[config.mk]
export PLATFORM = sky130hd
export DESIGN_NAME = rxhwc_top
export DESIGN_NICKNAME = d
export VERILOG_FILES = /design/src/rtl/rxhwc_pkg.sv /design/src/rtl/rxhwc_top.sv
export SDC_FILE = /design/constraint.sdc
export NUM_CORES = 1
export LEC_CHECK = 0
export BUFFER_PORTS_ARGS = -buffer_cell sky130_fd_sc_hd__buf_2
export CAP_MARGIN = 5
export CORE_AREA = 2 2 112 114
export DETAILED_ROUTE_END_ITERATION = 6
export DIE_AREA = 0 0 114 116
export GPL_ROUTABILITY_DRIVEN = 0
export PLACE_DENSITY_LB_ADDON = 0.1
export SLEW_MARGIN = 20
export SYNTH_ARGS = -nofsm -noshare
export SYNTH_HDL_FRONTEND = slang
export SYNTH_SLANG_ARGS = --single-unit
[constraint.sdc]
create_clock -name i_ref_clk -period 3.2 [get_ports i_ref_clk]
set_input_delay 0.48 -clock i_ref_clk [delete_from_list [all_inputs] [get_ports i_ref_clk]]
set_output_delay 0.48 -clock i_ref_clk [all_outputs]
set_load 0.01 [all_outputs]
[src/rtl/rxhwc_pkg.sv]
/*
 * constants for the receive hardware-mode control block:
 * register offsets, field positions, reset values, synchroniser depth.
 * assumes a 4-bit word address and 16-bit register data.
 */
package rxhwc_pkg;

   // ---------------------------------------------------------------
   // bus geometry
   // ---------------------------------------------------------------
   localparam int ADDR_W = 4;
   localparam int DATA_W = 16;

   // ---------------------------------------------------------------
   // register offsets
   // ---------------------------------------------------------------
   localparam logic [3:0] ADDR_CTRL  = 4'h0;
   localparam logic [3:0] ADDR_STAT  = 4'h4;
   localparam logic [3:0] ADDR_ISTAT = 4'h8;
   localparam logic [3:0] ADDR_IMASK = 4'hc;

   // ---------------------------------------------------------------
   // field positions
   // ---------------------------------------------------------------
   localparam int CTRL_EQ_LSB     = 0;
   localparam int CTRL_MUTE_BIT   = 8;
   localparam int STAT_LOS_LSB    = 0;
   localparam int STAT_HOST_BIT   = 8;
   localparam int STAT_MUTE_BIT   = 9;
   localparam int STAT_THR_BIT    = 10;
   localparam int STAT_THRACT_BIT = 11;
   localparam int INT_DECL_LSB    = 0;
   localparam int INT_CLR_LSB     = 8;

   // ---------------------------------------------------------------
   // reset values and limits
   // ---------------------------------------------------------------
   localparam logic [15:0] CTRL_RST  = 16'h0000;
   localparam logic [15:0] IMASK_RST = 16'h0000;
   localparam logic [15:0] ISTAT_RST = 16'h0000;
   localparam int          MAX_CH    = 8;
   localparam int          SYNC_N    = 3;

endpackage

[src/rtl/rxhwc_top.sv]
/*
 * receive hardware-mode control: equaliser enables, mute on loss of
 * signal, threshold set select, interrupt pin in serial host mode.
 * assumes recovered data, bit strobes, loss-of-signal and rate flags
 * arrive on i_ref_clk; strap pins are asynchronous; pad pull-downs
 * and pin drivers sit outside.
 */
// The address-and-strobe port and the register offsets were decided locally.
`timescale 1ns/1ps

module rxhwc_top #(
   parameter int NUM_CH = 3
) (
   input  wire logic                        i_ref_clk,
   input  wire logic                        i_reset_n,
   input  wire logic [NUM_CH-1:0]           i_rx_equalizer_enable_pin,
   input  wire logic                        i_los_mute_select,
   output logic                             o_los_mute_select,
   output logic                             o_los_mute_select_oe_n,
   input  wire logic                        i_los_threshold_select,
   input  wire logic                        i_host_mode_pin,
   input  wire logic [NUM_CH-1:0]           i_rate_ds3_sts1,
   input  wire logic [NUM_CH-1:0]           i_los_declared,
   input  wire logic [NUM_CH-1:0]           i_rx_bit_strobe,
   input  wire logic [NUM_CH-1:0]           i_rx_pos,
   input  wire logic [NUM_CH-1:0]           i_rx_neg,
   output logic [NUM_CH-1:0]                o_rx_positive_data_out,
   output logic [NUM_CH-1:0]                o_rx_negative_data_out,
   output logic [NUM_CH-1:0]                o_eq_enable,
   output logic                             o_los_thr_high,
   output logic                             o_los_thr_active,
   input  wire logic [rxhwc_pkg::ADDR_W-1:0] i_addr,
   input  wire logic [rxhwc_pkg::DATA_W-1:0] i_wr_data,
   input  wire logic                        i_wr,
   input  wire logic                        i_rd,
   output logic [rxhwc_pkg::DATA_W-1:0]     o_rd_data,
   output logic                             o_irq
);

   // ---------------------------------------------------------------
   // parameter check
   // ---------------------------------------------------------------
   if (NUM_CH < 1 || NUM_CH > rxhwc_pkg::MAX_CH) begin : g_bad_ch
      $error("NUM_CH must be 1 to 8");
   end

   localparam int PW      = NUM_CH + 3;
   localparam int P_MUTE  = NUM_CH;
   localparam int P_THR   = NUM_CH + 1;
   localparam int P_HOST  = NUM_CH + 2;

   // ---------------------------------------------------------------
   // state
   // ---------------------------------------------------------------
   typedef struct packed {
      logic [PW-1:0]     s1;
      logic [PW-1:0]     s2;
      logic [PW-1:0]     s3;
      logic [PW-1:0]     pin;
      logic [NUM_CH-1:0] mute;
      logic [NUM_CH-1:0] los_p;
      logic [NUM_CH-1:0] pos;
      logic [NUM_CH-1:0] neg;
      logic [NUM_CH-1:0] eq;
      logic              thr;
      logic              thr_act;
      logic [15:0]       ctrl;
      logic [15:0]       istat;
      logic [15:0]       imask;
      logic [15:0]       rdata;
   } rxhwc_state_t;

   rxhwc_state_t q;
   rxhwc_state_t d;

   // settled value: follows stage two once stages two and three agree
   function automatic logic [PW-1:0] settle(
      input logic [PW-1:0] a,
      input logic [PW-1:0] b,
      input logic [PW-1:0] old
   );
      logic [PW-1:0] diff;
      diff   = a ^ b;
      settle = (a & ~diff) | (old & diff);
   endfunction

   logic              host;
   logic              mute_en;
   logic              irq;
   logic [NUM_CH-1:0] ev_decl;
   logic [NUM_CH-1:0] ev_clr;

   assign host    = q.pin[P_HOST];
   assign irq     = |(q.istat & q.imask);
   assign ev_decl = i_los_declared & ~q.los_p;
   assign ev_clr  = ~i_los_declared & q.los_p;

   // one global mute enable for every channel
   assign mute_en = host ? q.ctrl[rxhwc_pkg::CTRL_MUTE_BIT] : q.pin[P_MUTE];

   // ---------------------------------------------------------------
   // next state
   // ---------------------------------------------------------------
   always_comb begin
      logic [15:0] ev;
      logic        m;
      ev = '0;
      m  = 1'b0;
      d  = q;

      d.s1  = {i_host_mode_pin, i_los_threshold_select,
               i_los_mute_select, i_rx_equalizer_enable_pin};
      d.s2  = q.s1;
      d.s3  = q.s2;
      d.pin = settle(q.s2, q.s3, q.pin);

      // equaliser from pins in hardware mode, from register in host mode
      if (host) begin
         d.eq = q.ctrl[rxhwc_pkg::CTRL_EQ_LSB +: NUM_CH];
      end else begin
         d.eq = q.pin[NUM_CH-1:0];
      end

      // threshold set only applies with a DS3 or STS-1 channel
      d.thr_act = |i_rate_ds3_sts1;
      d.thr     = (|i_rate_ds3_sts1) & q.pin[P_THR];

      // mute state and data move only on a recovered bit edge
      for (int c = 0; c < NUM_CH; c++) begin
         if (i_rx_bit_strobe[c]) begin
            m         = mute_en & i_los_declared[c];
            d.mute[c] = m;
            d.pos[c]  = i_rx_pos[c] & ~m;
            d.neg[c]  = i_rx_neg[c] & ~m;
         end
      end

      // loss-of-signal edges feed sticky status; set beats clear
      d.los_p = i_los_declared;
      ev[rxhwc_pkg::INT_DECL_LSB +: NUM_CH] = ev_decl;
      ev[rxhwc_pkg::INT_CLR_LSB  +: NUM_CH] = ev_clr;
      d.istat = q.istat | ev;
      if (i_wr) begin
         case (i_addr)
            rxhwc_pkg::ADDR_CTRL: begin
               d.ctrl = i_wr_data;
            end
            rxhwc_pkg::ADDR_ISTAT: begin
               d.istat = (q.istat & ~i_wr_data) | ev;
            end
            rxhwc_pkg::ADDR_IMASK: begin
               d.imask = i_wr_data;
            end
            default: begin
               d.ctrl = q.ctrl;
            end
         endcase
      end

      // read data stand for one cycle only
      d.rdata = '0;
      if (i_rd) begin
         case (i_addr)
            rxhwc_pkg::ADDR_CTRL: begin
               d.rdata = q.ctrl;
            end
            rxhwc_pkg::ADDR_STAT: begin
               d.rdata[rxhwc_pkg::STAT_LOS_LSB +: NUM_CH] = i_los_declared;
               d.rdata[rxhwc_pkg::STAT_HOST_BIT]          = host;
               d.rdata[rxhwc_pkg::STAT_MUTE_BIT]          = mute_en;
               d.rdata[rxhwc_pkg::STAT_THR_BIT]           = q.thr;
               d.rdata[rxhwc_pkg::STAT_THRACT_BIT]        = q.thr_act;
            end
            rxhwc_pkg::ADDR_ISTAT: begin
               d.rdata = q.istat;
            end
            rxhwc_pkg::ADDR_IMASK: begin
               d.rdata = q.imask;
            end
            default: begin
               d.rdata = '0;
            end
         endcase
      end
   end

   // ---------------------------------------------------------------
   // registers
   // ---------------------------------------------------------------
   always_ff @(posedge i_ref_clk or negedge i_reset_n) begin
      if (!i_reset_n) begin
         q       <= '0;
         q.ctrl  <= rxhwc_pkg::CTRL_RST;
         q.istat <= rxhwc_pkg::ISTAT_RST;
         q.imask <= rxhwc_pkg::IMASK_RST;
      end else begin
         q <= d;
      end
   end

   // ---------------------------------------------------------------
   // outputs
   // ---------------------------------------------------------------
   assign o_rx_positive_data_out = q.pos;
   assign o_rx_negative_data_out = q.neg;
   assign o_eq_enable            = q.eq;
   assign o_los_thr_high         = q.thr;
   assign o_los_thr_active       = q.thr_act;
   assign o_rd_data              = q.rdata;
   assign o_irq                  = irq;

   // mute pin turns into the interrupt request in host mode
   assign o_los_mute_select      = host & irq;
   assign o_los_mute_select_oe_n = ~host;

   // ---------------------------------------------------------------
   // checks
   // ---------------------------------------------------------------
   chk_eq_pin_follow: assert property (
      @(posedge i_ref_clk) disable iff (!i_reset_n)
      !host |=> (q.eq == $past(q.pin[NUM_CH-1:0])))
      else $error("equaliser does not follow its pin");

   chk_eq_host_ignore: assert property (
      @(posedge i_ref_clk) disable iff (!i_reset_n)
      host |=> (o_eq_enable == $past(q.ctrl[rxhwc_pkg::CTRL_EQ_LSB +: NUM_CH])))
      else $error("equaliser follows pin in host mode");

   chk_eq_start_off: assert property (
      @(posedge i_ref_clk) disable iff (!i_reset_n)
      (q.pin[NUM_CH-1:0] == '0 && !host) |=> (o_eq_enable == '0))
      else $error("equaliser enabled with low pins");

   chk_irq_pin_drive: assert property (
      @(posedge i_ref_clk) disable iff (!i_reset_n)
      host |-> (!o_los_mute_select_oe_n && o_los_mute_select == o_irq))
      else $error("mute pin not driving interrupt in host mode");

   chk_thr_gate: assert property (
      @(posedge i_ref_clk) disable iff (!i_reset_n)
      (i_rate_ds3_sts1 == '0) |=> (!o_los_thr_high && !o_los_thr_active))
      else $error("threshold select active without DS3 or STS-1");

   chk_thr_select: assert property (
      @(posedge i_ref_clk) disable iff (!i_reset_n)
      (|i_rate_ds3_sts1) |=> (o_los_thr_high == $past(q.pin[P_THR])))
      else $error("threshold set differs from select pin");

   chk_mute_global: assert property (
      @(posedge i_ref_clk) disable iff (!i_reset_n)
      (mute_en && (&i_rx_bit_strobe) && (&i_los_declared)) |=> (&q.mute))
      else $error("mute not applied to every channel");

   // ---------------------------------------------------------------
   // interrupt, bus and per-channel data checks
   // ---------------------------------------------------------------
   chk_pin_released: assert property (
      @(posedge i_ref_clk) disable iff (!i_reset_n)
      !host |-> (o_los_mute_select_oe_n && !o_los_mute_select))
      else $error("mute pin driven in hardware mode");

   chk_int_sticky: assert property (
      @(posedge i_ref_clk) disable iff (!i_reset_n)
      ev_decl[0] |=> q.istat[rxhwc_pkg::INT_DECL_LSB]
         ##1 (q.istat[rxhwc_pkg::INT_DECL_LSB] || $past(i_wr && i_addr == rxhwc_pkg::ADDR_ISTAT)))
      else $error("loss event lost from status");

   chk_set_wins: assert property (
      @(posedge i_ref_clk) disable iff (!i_reset_n)
      (ev_clr[0] && i_wr && i_addr == rxhwc_pkg::ADDR_ISTAT) |=> q.istat[rxhwc_pkg::INT_CLR_LSB])
      else $error("status clear beat a new loss event");

   chk_w1c_clear: assert property (
      @(posedge i_ref_clk) disable iff (!i_reset_n)
      (i_wr && i_addr == rxhwc_pkg::ADDR_ISTAT && i_wr_data[rxhwc_pkg::INT_DECL_LSB] && !ev_decl[0])
      |=> !q.istat[rxhwc_pkg::INT_DECL_LSB])
      else $error("status bit not cleared by writing one");

   chk_rd_idle: assert property (
      @(posedge i_ref_clk) disable iff (!i_reset_n)
      !i_rd |=> (o_rd_data == '0))
      else $error("read data stand beyond one cycle");

   chk_ctrl_write: assert property (
      @(posedge i_ref_clk) disable iff (!i_reset_n)
      (i_wr && i_addr == rxhwc_pkg::ADDR_CTRL) |=> (q.ctrl == $past(i_wr_data)))
      else $error("control write lost");

   chk_mask_write: assert property (
      @(posedge i_ref_clk) disable iff (!i_reset_n)
      (i_wr && i_addr == rxhwc_pkg::ADDR_IMASK) |=> (q.imask == $past(i_wr_data)))
      else $error("mask write lost");

   chk_stat_host: assert property (
      @(posedge i_ref_clk) disable iff (!i_reset_n)
      (i_rd && i_addr == rxhwc_pkg::ADDR_STAT) |=> (o_rd_data[rxhwc_pkg::STAT_HOST_BIT] == $past(host)
         && o_rd_data[rxhwc_pkg::STAT_MUTE_BIT] == $past(mute_en)))
      else $error("status shows wrong mode or mute enable");

   for (genvar c = 0; c < NUM_CH; c++) begin : g_chk
      chk_mute_low: assert property (
         @(posedge i_ref_clk) disable iff (!i_reset_n)
         (i_rx_bit_strobe[c] && mute_en && i_los_declared[c])
         |=> (!o_rx_positive_data_out[c] && !o_rx_negative_data_out[c]))
         else $error("data not muted during loss of signal");

      chk_no_mute: assert property (
         @(posedge i_ref_clk) disable iff (!i_reset_n)
         (i_rx_bit_strobe[c] && !mute_en)
         |=> (o_rx_positive_data_out[c] == $past(i_rx_pos[c])
              && o_rx_negative_data_out[c] == $past(i_rx_neg[c])))
         else $error("data muted with mute select low");

      chk_bit_hold: assert property (
         @(posedge i_ref_clk) disable iff (!i_reset_n)
         !i_rx_bit_strobe[c] |=> ($stable(o_rx_positive_data_out[c])
            && $stable(o_rx_negative_data_out[c]) && $stable(q.mute[c])))
         else $error("data or mute changed between bit edges");

      chk_unmute_clear: assert property (
         @(posedge i_ref_clk) disable iff (!i_reset_n)
         (i_rx_bit_strobe[c] && !i_los_declared[c])
         |=> (o_rx_positive_data_out[c] == $past(i_rx_pos[c])
              && o_rx_negative_data_out[c] == $past(i_rx_neg[c])))
         else $error("data still muted after loss of signal cleared");

      chk_mute_state: assert property (
         @(posedge i_ref_clk) disable iff (!i_reset_n)
         i_rx_bit_strobe[c] |=> (q.mute[c] == $past(mute_en && i_los_declared[c])))
         else $error("mute state not taken at bit edge");
   end

endmodule

Yosys cells after proc, flatten, opt, wreduce, memory -nomap -nowiden
Index checks and enable logic that the tools add are counted.
- register bits: 102
- input bits: 45
- output and inout port bits: 30
- logic and storage cells: 65
- equal/unequal tests: 3
- multiplexer cells: 10
- bitwise gates (word level): 29
- reduce and logical (&&, ||, !) cells: 5
- operator list (kind ; number):
    $mux W16 ; 3
    $and A16 B16 Y16 ; 2
    $mux W32 ; 1
    $or A16 B11 Y16 ; 2
    $not A16 Y16 ; 1
    $pmux W4 S4 ; 1
    $reduce_or A16 Y1 ; 1
    $pmux W5 S3 ; 1
    $and A6 B6 Y6 ; 2
    $pmux W3 S4 ; 1
    $pmux W4 S3 ; 1
    $and A1 B1 Y1 ; 11
    $eq A4 B4 Y1 const B ; 2
    $and A3 B3 Y3 ; 2
    $not A3 Y3 ; 2
    $not A6 Y6 ; 1
    $or A6 B6 Y6 ; 1
    $xor A6 B6 Y6 ; 1
    $eq A4 B3 Y1 const B ; 1
    $logic_not A4 Y1 ; 1
    $not A1 Y1 ; 4
    $reduce_and A2 Y1 ; 2
    $mux W3 ; 1
    $reduce_or A3 Y1 ; 1
    $mux W1 ; 1

Depth between registers and ports, before layout
Gate-level depths: netlist of run 1.
- depth after elaboration: 5
- gate-level depth with buffers: 6

Worst setup path after synthesis of run 1
Ideal clock, no wire load.
- kind: flip-flop to output port
- from: reg q[45] (netlist name)
- to: out o_los_mute_select
- arrival time: 1210 ps
- data required time: 2720 ps
- path slack: 1510 ps
- cell stages (with the launch flop): 5
- cells stage by stage: dfrtp_1 -> a22o_1 -> a221oi_1 -> nand4_1 -> and2_1
- cells in the longest elaborated chain, start to end: 3
- ends and longest elaborated chain (element ; line ; text):
    start, declared ; rxhwc_top.sv:73 ; rxhwc_state_t q;
    $and A16 B16 Y16 ; rxhwc_top.sv:94 ; assign irq = |(q.istat & q.imask);
    $reduce_or A16 Y1 ; rxhwc_top.sv:94 ;
    named net o_irq ; rxhwc_top.sv:37 ; output logic o_irq
    $and A1 B1 Y1 ; rxhwc_top.sv:213 ; assign o_los_mute_select = host & irq;
    end, declared ; rxhwc_top.sv:18 ; output logic o_los_mute_select,
The timed path passes the listed nets, and every way through them passes these cells.

Final worst setup path of run 1
- from: reg q[27] (netlist name)
- to: out o_los_mute_select
- cells in the longest elaborated chain, start to end: 3
- ends and longest elaborated chain (element ; line):
    $and A16 B16 Y16 ; rxhwc_top.sv:94
    $reduce_or A16 Y1 ; rxhwc_top.sv:94
    $and A1 B1 Y1 ; rxhwc_top.sv:213
Every way passes these cells.

==> results of run 1 <==
[metal layers]
layer  up-vias  wire length [um]  part of all wire  GRT usage
li1       1107                 -                 -          -
met1      1181              4057              0.48     0.1914
met2        53              3839              0.45     0.2063
met3        11               389             0.046    0.03452
met4         0               170             0.020    0.07073
met5         -                 0                 0          0
[worst min-delay path by stage]
stage          slack [ps]  cells after the start         startpoint               to
6_report              190                      1          i_reset_n  d[95]$_DFF_PN0_
5_1_grt               220                      1  i_los_mute_select  d[96]$_DFF_PN0_
4_1_cts               220                      1    i_host_mode_pin  d[98]$_DFF_PN0_
3_5_place_dp          330                      0    d[95]$_DFF_PN0_  d[89]$_DFF_PN0_
3_3_place_gp          330                      0    d[95]$_DFF_PN0_  d[89]$_DFF_PN0_
2_1_floorplan         180                      0          i_reset_n        async pin
[cell families after synthesis]
logic type,after synthesis
flip-flops,102
multiplexers,52
buffers and inverters,44
adder cells (fa/ha/maj),6
AND/OR/NAND/NOR,42
AO/OA/AOI/OAI,41
[sequential cells by signal, indices dropped and copies added (netlist names), named ones only]
name                    cells
d                          12
o_rx_positive_data_out      3
o_los_thr_high              1
o_los_thr_active            1
o_eq_enable                 3
o_rx_negative_data_out      3
q                          57
o_rd_data                  16
[layout by cell type (no fill, tap or decap), types with 2 or more instances in the layout]
cell,n
dfrtp_1,102
buf_2,73
mux2_2,34
nor2_1,14
nand2_1,13
inv_1,10
mux2_4,10
a21boi_0,10
a22oi_1,9
clkbuf_16,9
a22o_1,7
and3_1,6
maj3_1,6
o22ai_1,6
mux4_2,4
a221oi_1,4
clkbuf_8,4
o2bb2ai_1,3
nor2_4,2
mux4_1,2
mux2i_1,2
and2_1,2
clkinv_2,2
buf_4,2
[stage by stage]
stage,area (um2),hold WS (ps)
final,4792,191.7
after floorplan,4156,184.4
after CTS,4788,221.3
after global routing,4792,223.6
after detailed placement,4468,334.7
after global placement,4468,332.7
[area by class of cell]
cell class | instances | share of cell area
flip-flops and latches | 102 | 0.5326
multi-input cells | 141 | 0.2726
repair buffers | 76 | 0.08172
clock buffers | 13 | 0.05849
well taps | 147 | 0.03838
clock inverters | 3 | 0.008355
inverters | 10 | 0.007833
[power by group]
part,internal [mW],switching (mW),total [mW]
clock,0.689,0.460,1.15
sequential,1.43,0.0902,1.52
combinational,0.209,0.157,0.366
[worst register-to-register path, stage by stage, from the launching register on]
cell and delay (ps):
dfrtp_1 620, mux2i_1 540, a21oi_1 140, nor2_1 110, a211oi_1 60
==> impl_metrics.toml, run 1 <==
[run_status]
status = "complete, no violations"

[sta]
fin_skew_ps = 7.438
tightestPinTransition_ps = 734.7
slew_headroom = 0.5102
hold_violations = 0
period_share = 0.7449
min_period_ps = 2384
rsz0062_at_grt = "false"
fin_ws_ps = 816.4
setup_viol = 0
slew_violations = 0
max_freq_mhz = 419.5
finalSetupTns_ps = 0

[routing]
drtPass1Iterations = 6
drt_iter0_drc = 103
vias = 2352
viasPerCell = 4.780
routed_wl_mm = 8.456
post_drt_wl_per_cell_um = 17.19
remaining_drc_errors = 0
detail-route-antenna-nets = 0

[critical_path]
path_max_fanout = 3
cpPeakStageDelay_ps = 400
worst_r2r_path_depth = 4
cpLargestDelayFamily = "compound AO/OA/AOI/OAI gates"
slowest_stage = "dfrtp_1"
criticalPathCategory = "flop to primary output"
crit_buf_inv = 1
worstPathArrival_ps = 1900
worstSetupEndpointType = "primary output"
worstReg2RegEnd = "o_rd_data[9]$_DFF_PN0_"
endpoint = "o_los_mute_select"
crit_chain = "a22o_1, a221oi_1, nand4_1, and2_1, buf_2"
cp.depth = 5
rrSetupSlack_ps = 1610
cp.required_ps = 2720
startpoint = "q[27]$_DFFE_PN0P_"
startpoint_type = "flop"

[clock_network]
path_clk_slew_ps = 60
clock_latency_ps = 350
clockRootBuffer = "clkbuf_16"
clock-sinks = 102
hold_buffers = 0
cts_tree = "built"
post_cts_buffers = 0
cts_buffer_depth = 2
cts_buffers = 9
htreeDepth = 3
ctsResizeCount = 0

[min_path]
hold_path_class = "input port to async pin"

[cells_and_area]
area_growth_pct = 15.29
layout-drive-gt1-share = 0.4174
antenna_cells = 0
final_nets = 385
num-fill-cells = 1180
regArea_um2 = 2552
postLayoutCoreUtil = 0.4023
multiInputGateArea_um2 = 1306
layoutNonFillerInstCount = 492

[floorplan]
io_pins = 75
start_util = 0.3489
die_width_um = 114
core_area_um2 = 11910
row_count = 40
dieArea_um2 = 13220
die_y_um = 116

[placement]
io_buffer_count = 74
hpwl_mm = 5.646
dp.cells = 476
pre_cts_slack_ps = 1125

[flow_run]
max_cap_violations = 0

[global_routing]
grt_max_degree = 82
antenna_found_initial = 0
grt_usage = 0.1394
grt-ovfl-total = 0
first_global_vias = 2423
grt_pass1_wl_mm = 13.45

[pwr]
leakage_nw = 2.303
p_per_area_nw_per_um2 = 633.5
p_total_mw = 3.036
vdd_drop_max_v = 0.0002116

[synthesis]
yosysTopAreaCell = "dfrtp_1"
yosys.cell_types.count = 29
synth_top_cells_by_count = "dfrtp_1, mux2_2, buf_4"
synth_compound_area_frac = 0.07586
synth_nets = 332
synth_fa_ha_area_frac = 0.01445
synth_area_leaders = "dfrtp_1, mux2_2, buf_4"
ys_seq_area_frac = 0.6141
synth.most_common_cell = "dfrtp_1"
synthSimpleGateAreaFrac = 0.05659
avgSynthCellArea_um2 = 14.48
yosys-mux-area-fraction = 0.1674
syn_area_um2 = 4156
synth_top_family_by_area = "multiplexers"
syn_inst = 287
synthArstFlopShare = 1.000
synthXorXnorAreaFrac = 0
ys_ff_latch = 102
synth_edf_count = 0
synth_warnings = 0
synth_top_area_share = 0.6141
synth-main-ff-cell = "dfrtp_1"
Note: power is estimated with default switching activity, not from simulation.
==> run 2: changes to the inputs <==
Clock period 3.2 ns to 2.1 ns, I/O delays scaled along.
==> run 2 against run 1 <==
Register-to-register slack lost 890 ps. Count of clock-buffer cells in the layout fell by 2. First-iteration DRC count decreased by 24%. Flip-flop and latch count unchanged. Core utilization grew 0.44 points. Via count is 3.1% higher. Total power is 46% higher. Clock skew up 2.4 ps. Critical path type unchanged. Critical endpoint unchanged. Largest power group unchanged.
==> impl_metrics.toml, run 2 (synthesis gave the netlist of run 1 again) <==
[critical_path]
slowest_stage = "dfrtp_1"
cp.required_ps = 1780
worstReg2RegEnd = "o_rd_data[9]$_DFF_PN0_"
worstSetupEndpointType = "primary output"
worst_r2r_path_depth = 4
criticalPathCategory = "flop to primary output"
rrSetupSlack_ps = 720
path_max_fanout = 3
cpPeakStageDelay_ps = 400
startpoint_type = "flop"
crit_buf_inv = 1
crit_chain = "a22o_1, a221oi_2, nand4_1, and2_1, buf_2"
cpLargestDelayFamily = "compound AO/OA/AOI/OAI gates"
worstPathArrival_ps = 1660

[global_routing]
met3_usage = 0.04393
use_met2 = 0.2413
busiest_layer = "met2"
grt_max_degree = 40
grt_usage = 0.1498
grt_pass1_wl_mm = 14.60
use_met1 = 0.1961
first_global_vias = 2647
antenna_found_initial = 0
grt-ovfl-total = 0

[min_path]
hold_start = "i_rx_equalizer_enable_pin[1]"
hold_path_class = "input port to flop"
hold_end = "d[94]$_DFF_PN0_"
hold_depth = 1

[routing]
remaining_drc_errors = 0
vias = 2424
detail-route-antenna-nets = 0
drt_iter0_drc = 78
post_drt_wl_per_cell_um = 17.78
routed_wl_mm = 8.908
drtPass1Iterations = 4
viasPerCell = 4.838

[sta]
period_share = 0.9389
slew_headroom = 0.6509
hold_violations = 0
min_period_ps = 1972
max_freq_mhz = 507.2
setup_viol = 0
slew_violations = 0
finalSetupTns_ps = 0
rsz0062_at_grt = "false"
fin_skew_ps = 9.864
tightestPinTransition_ps = 509.1

[cells_and_area]
area_growth_pct = 16.56
regMostFlops = "q"
final_common_cell = "dfrtp_1"
final_cell_mix = "dfrtp_1, buf_2, mux2_2"
final_nets = 394
design_area_um2 = 4845
num-fill-cells = 1158
largest_reg_flops = 57
regArea_um2 = 2552
multiInputGateArea_um2 = 1331
layout-drive-gt1-share = 0.4350
antenna_cells = 0

[floorplan]
dieArea_um2 = 13220
io_pins = 75
die_y_um = 116
row_count = 40
start_util = 0.3489
core_area_um2 = 11910
die_width_um = 114

[pwr]
clock_power_share = 0.344
p_sw_mw = 1.120
vdd_drop_max_v = 0.0004012
p_seq_frac = 0.523
leakage_nw = 2.318
switching_share = 0.2521
p_per_area_nw_per_um2 = 916.8
p_int_mw = 3.322
power.combinational.fraction = 0.133

[run_status]
status = "complete, no violations"

[clock_network]
path_clk_slew_ps = 70
htreeDepth = 3
cts_buffer_depth = 2
cts_tree = "built"
clockRootBuffer = "clkbuf_16"
cts_buffers = 9
clock-sinks = 102
clock_latency_ps = 350

[placement]
place_area_um2 = 4541
hpwl_mm = 6.223
io_buffer_count = 74

[flow_run]
max_cap_violations = 0
## run 2: changes by cell type in the layout (fill, tap and decap cells not counted), moves of 2 or more
| cell | delta |
|---|---|
| clkinvlp_4 | +3 |
| clkbuf_1 | +2 |
| a221oi_2 | +4 |
| a221oi_1 | -4 |
| buf_4 | +8 |
| clkbuf_8 | -4 |
## run 2: how the worst max path moves through the flow
stage | startpoint | depth (start not counted) | slack, ps | end
4_1_cts | q[27]$_DFFE_PN0P_ | 5 | 5 | o_los_mute_select
6_report | q[24]$_DFFE_PN0P_ | 5 | 130 | o_los_mute_select
3_3_place_gp | q[27]$_DFFE_PN0P_ | 5 | 400 | o_los_mute_select
3_5_place_dp | q[27]$_DFFE_PN0P_ | 5 | 380 | o_los_mute_select
2_1_floorplan | q[45]$_DFFE_PN0P_ | 4 | 580 | o_los_mute_select
5_1_grt | q[24]$_DFFE_PN0P_ | 5 | 30 | o_los_mute_select
## run 2: area by class of cell
type / count / area share
timing repair buffer: 85 / 0.09711
multi-input combinational: 141 / 0.2748
clock buffer: 11 / 0.04804
clock inverter: 5 / 0.007490
sequential: 102 / 0.5269
tap: 147 / 0.03796
inverter: 10 / 0.007748
## run 2: timing repair
action                                  in CTS  in global routing
hold endpoints to repair                    36                  0
hold buffers                                 1                  0
gates resized for setup                      0                  4
endpoints found under the setup margin       0                  1
setup buffers                                0                  0
## run 2: layer usage
metal,share of wire,up-vias
met3,0.041,10
li1,-,1124
met2,0.48,45
met5,0,-
met1,0.47,1245
met4,0.014,0
## run 2: stage by stage
stage                     hold slack [ps]    util  std cells  worst slack (ps)  total power [mW]
final                               65.42  0.4067        501             128.3             4.442
after global routing                50.76  0.4067        501             25.13             4.688
after CTS                           53.02  0.4046        501             5.166             4.502
after detailed placement            324.2  0.3812        484             382.5             2.947
after global placement              319.3  0.3812        484             403.5             2.930
after floorplan                     19.41       -        287             575.1             2.727
## run 2: power groups by stage
stage	clock, mW	combinational, mW	sequential [mW]
final	1.53	0.592	2.32
after global routing	1.68	0.660	2.35
after CTS	1.59	0.600	2.31
after detailed placement	0	0.597	2.35
after global placement	0	0.586	2.34
after floorplan	0	0.424	2.30
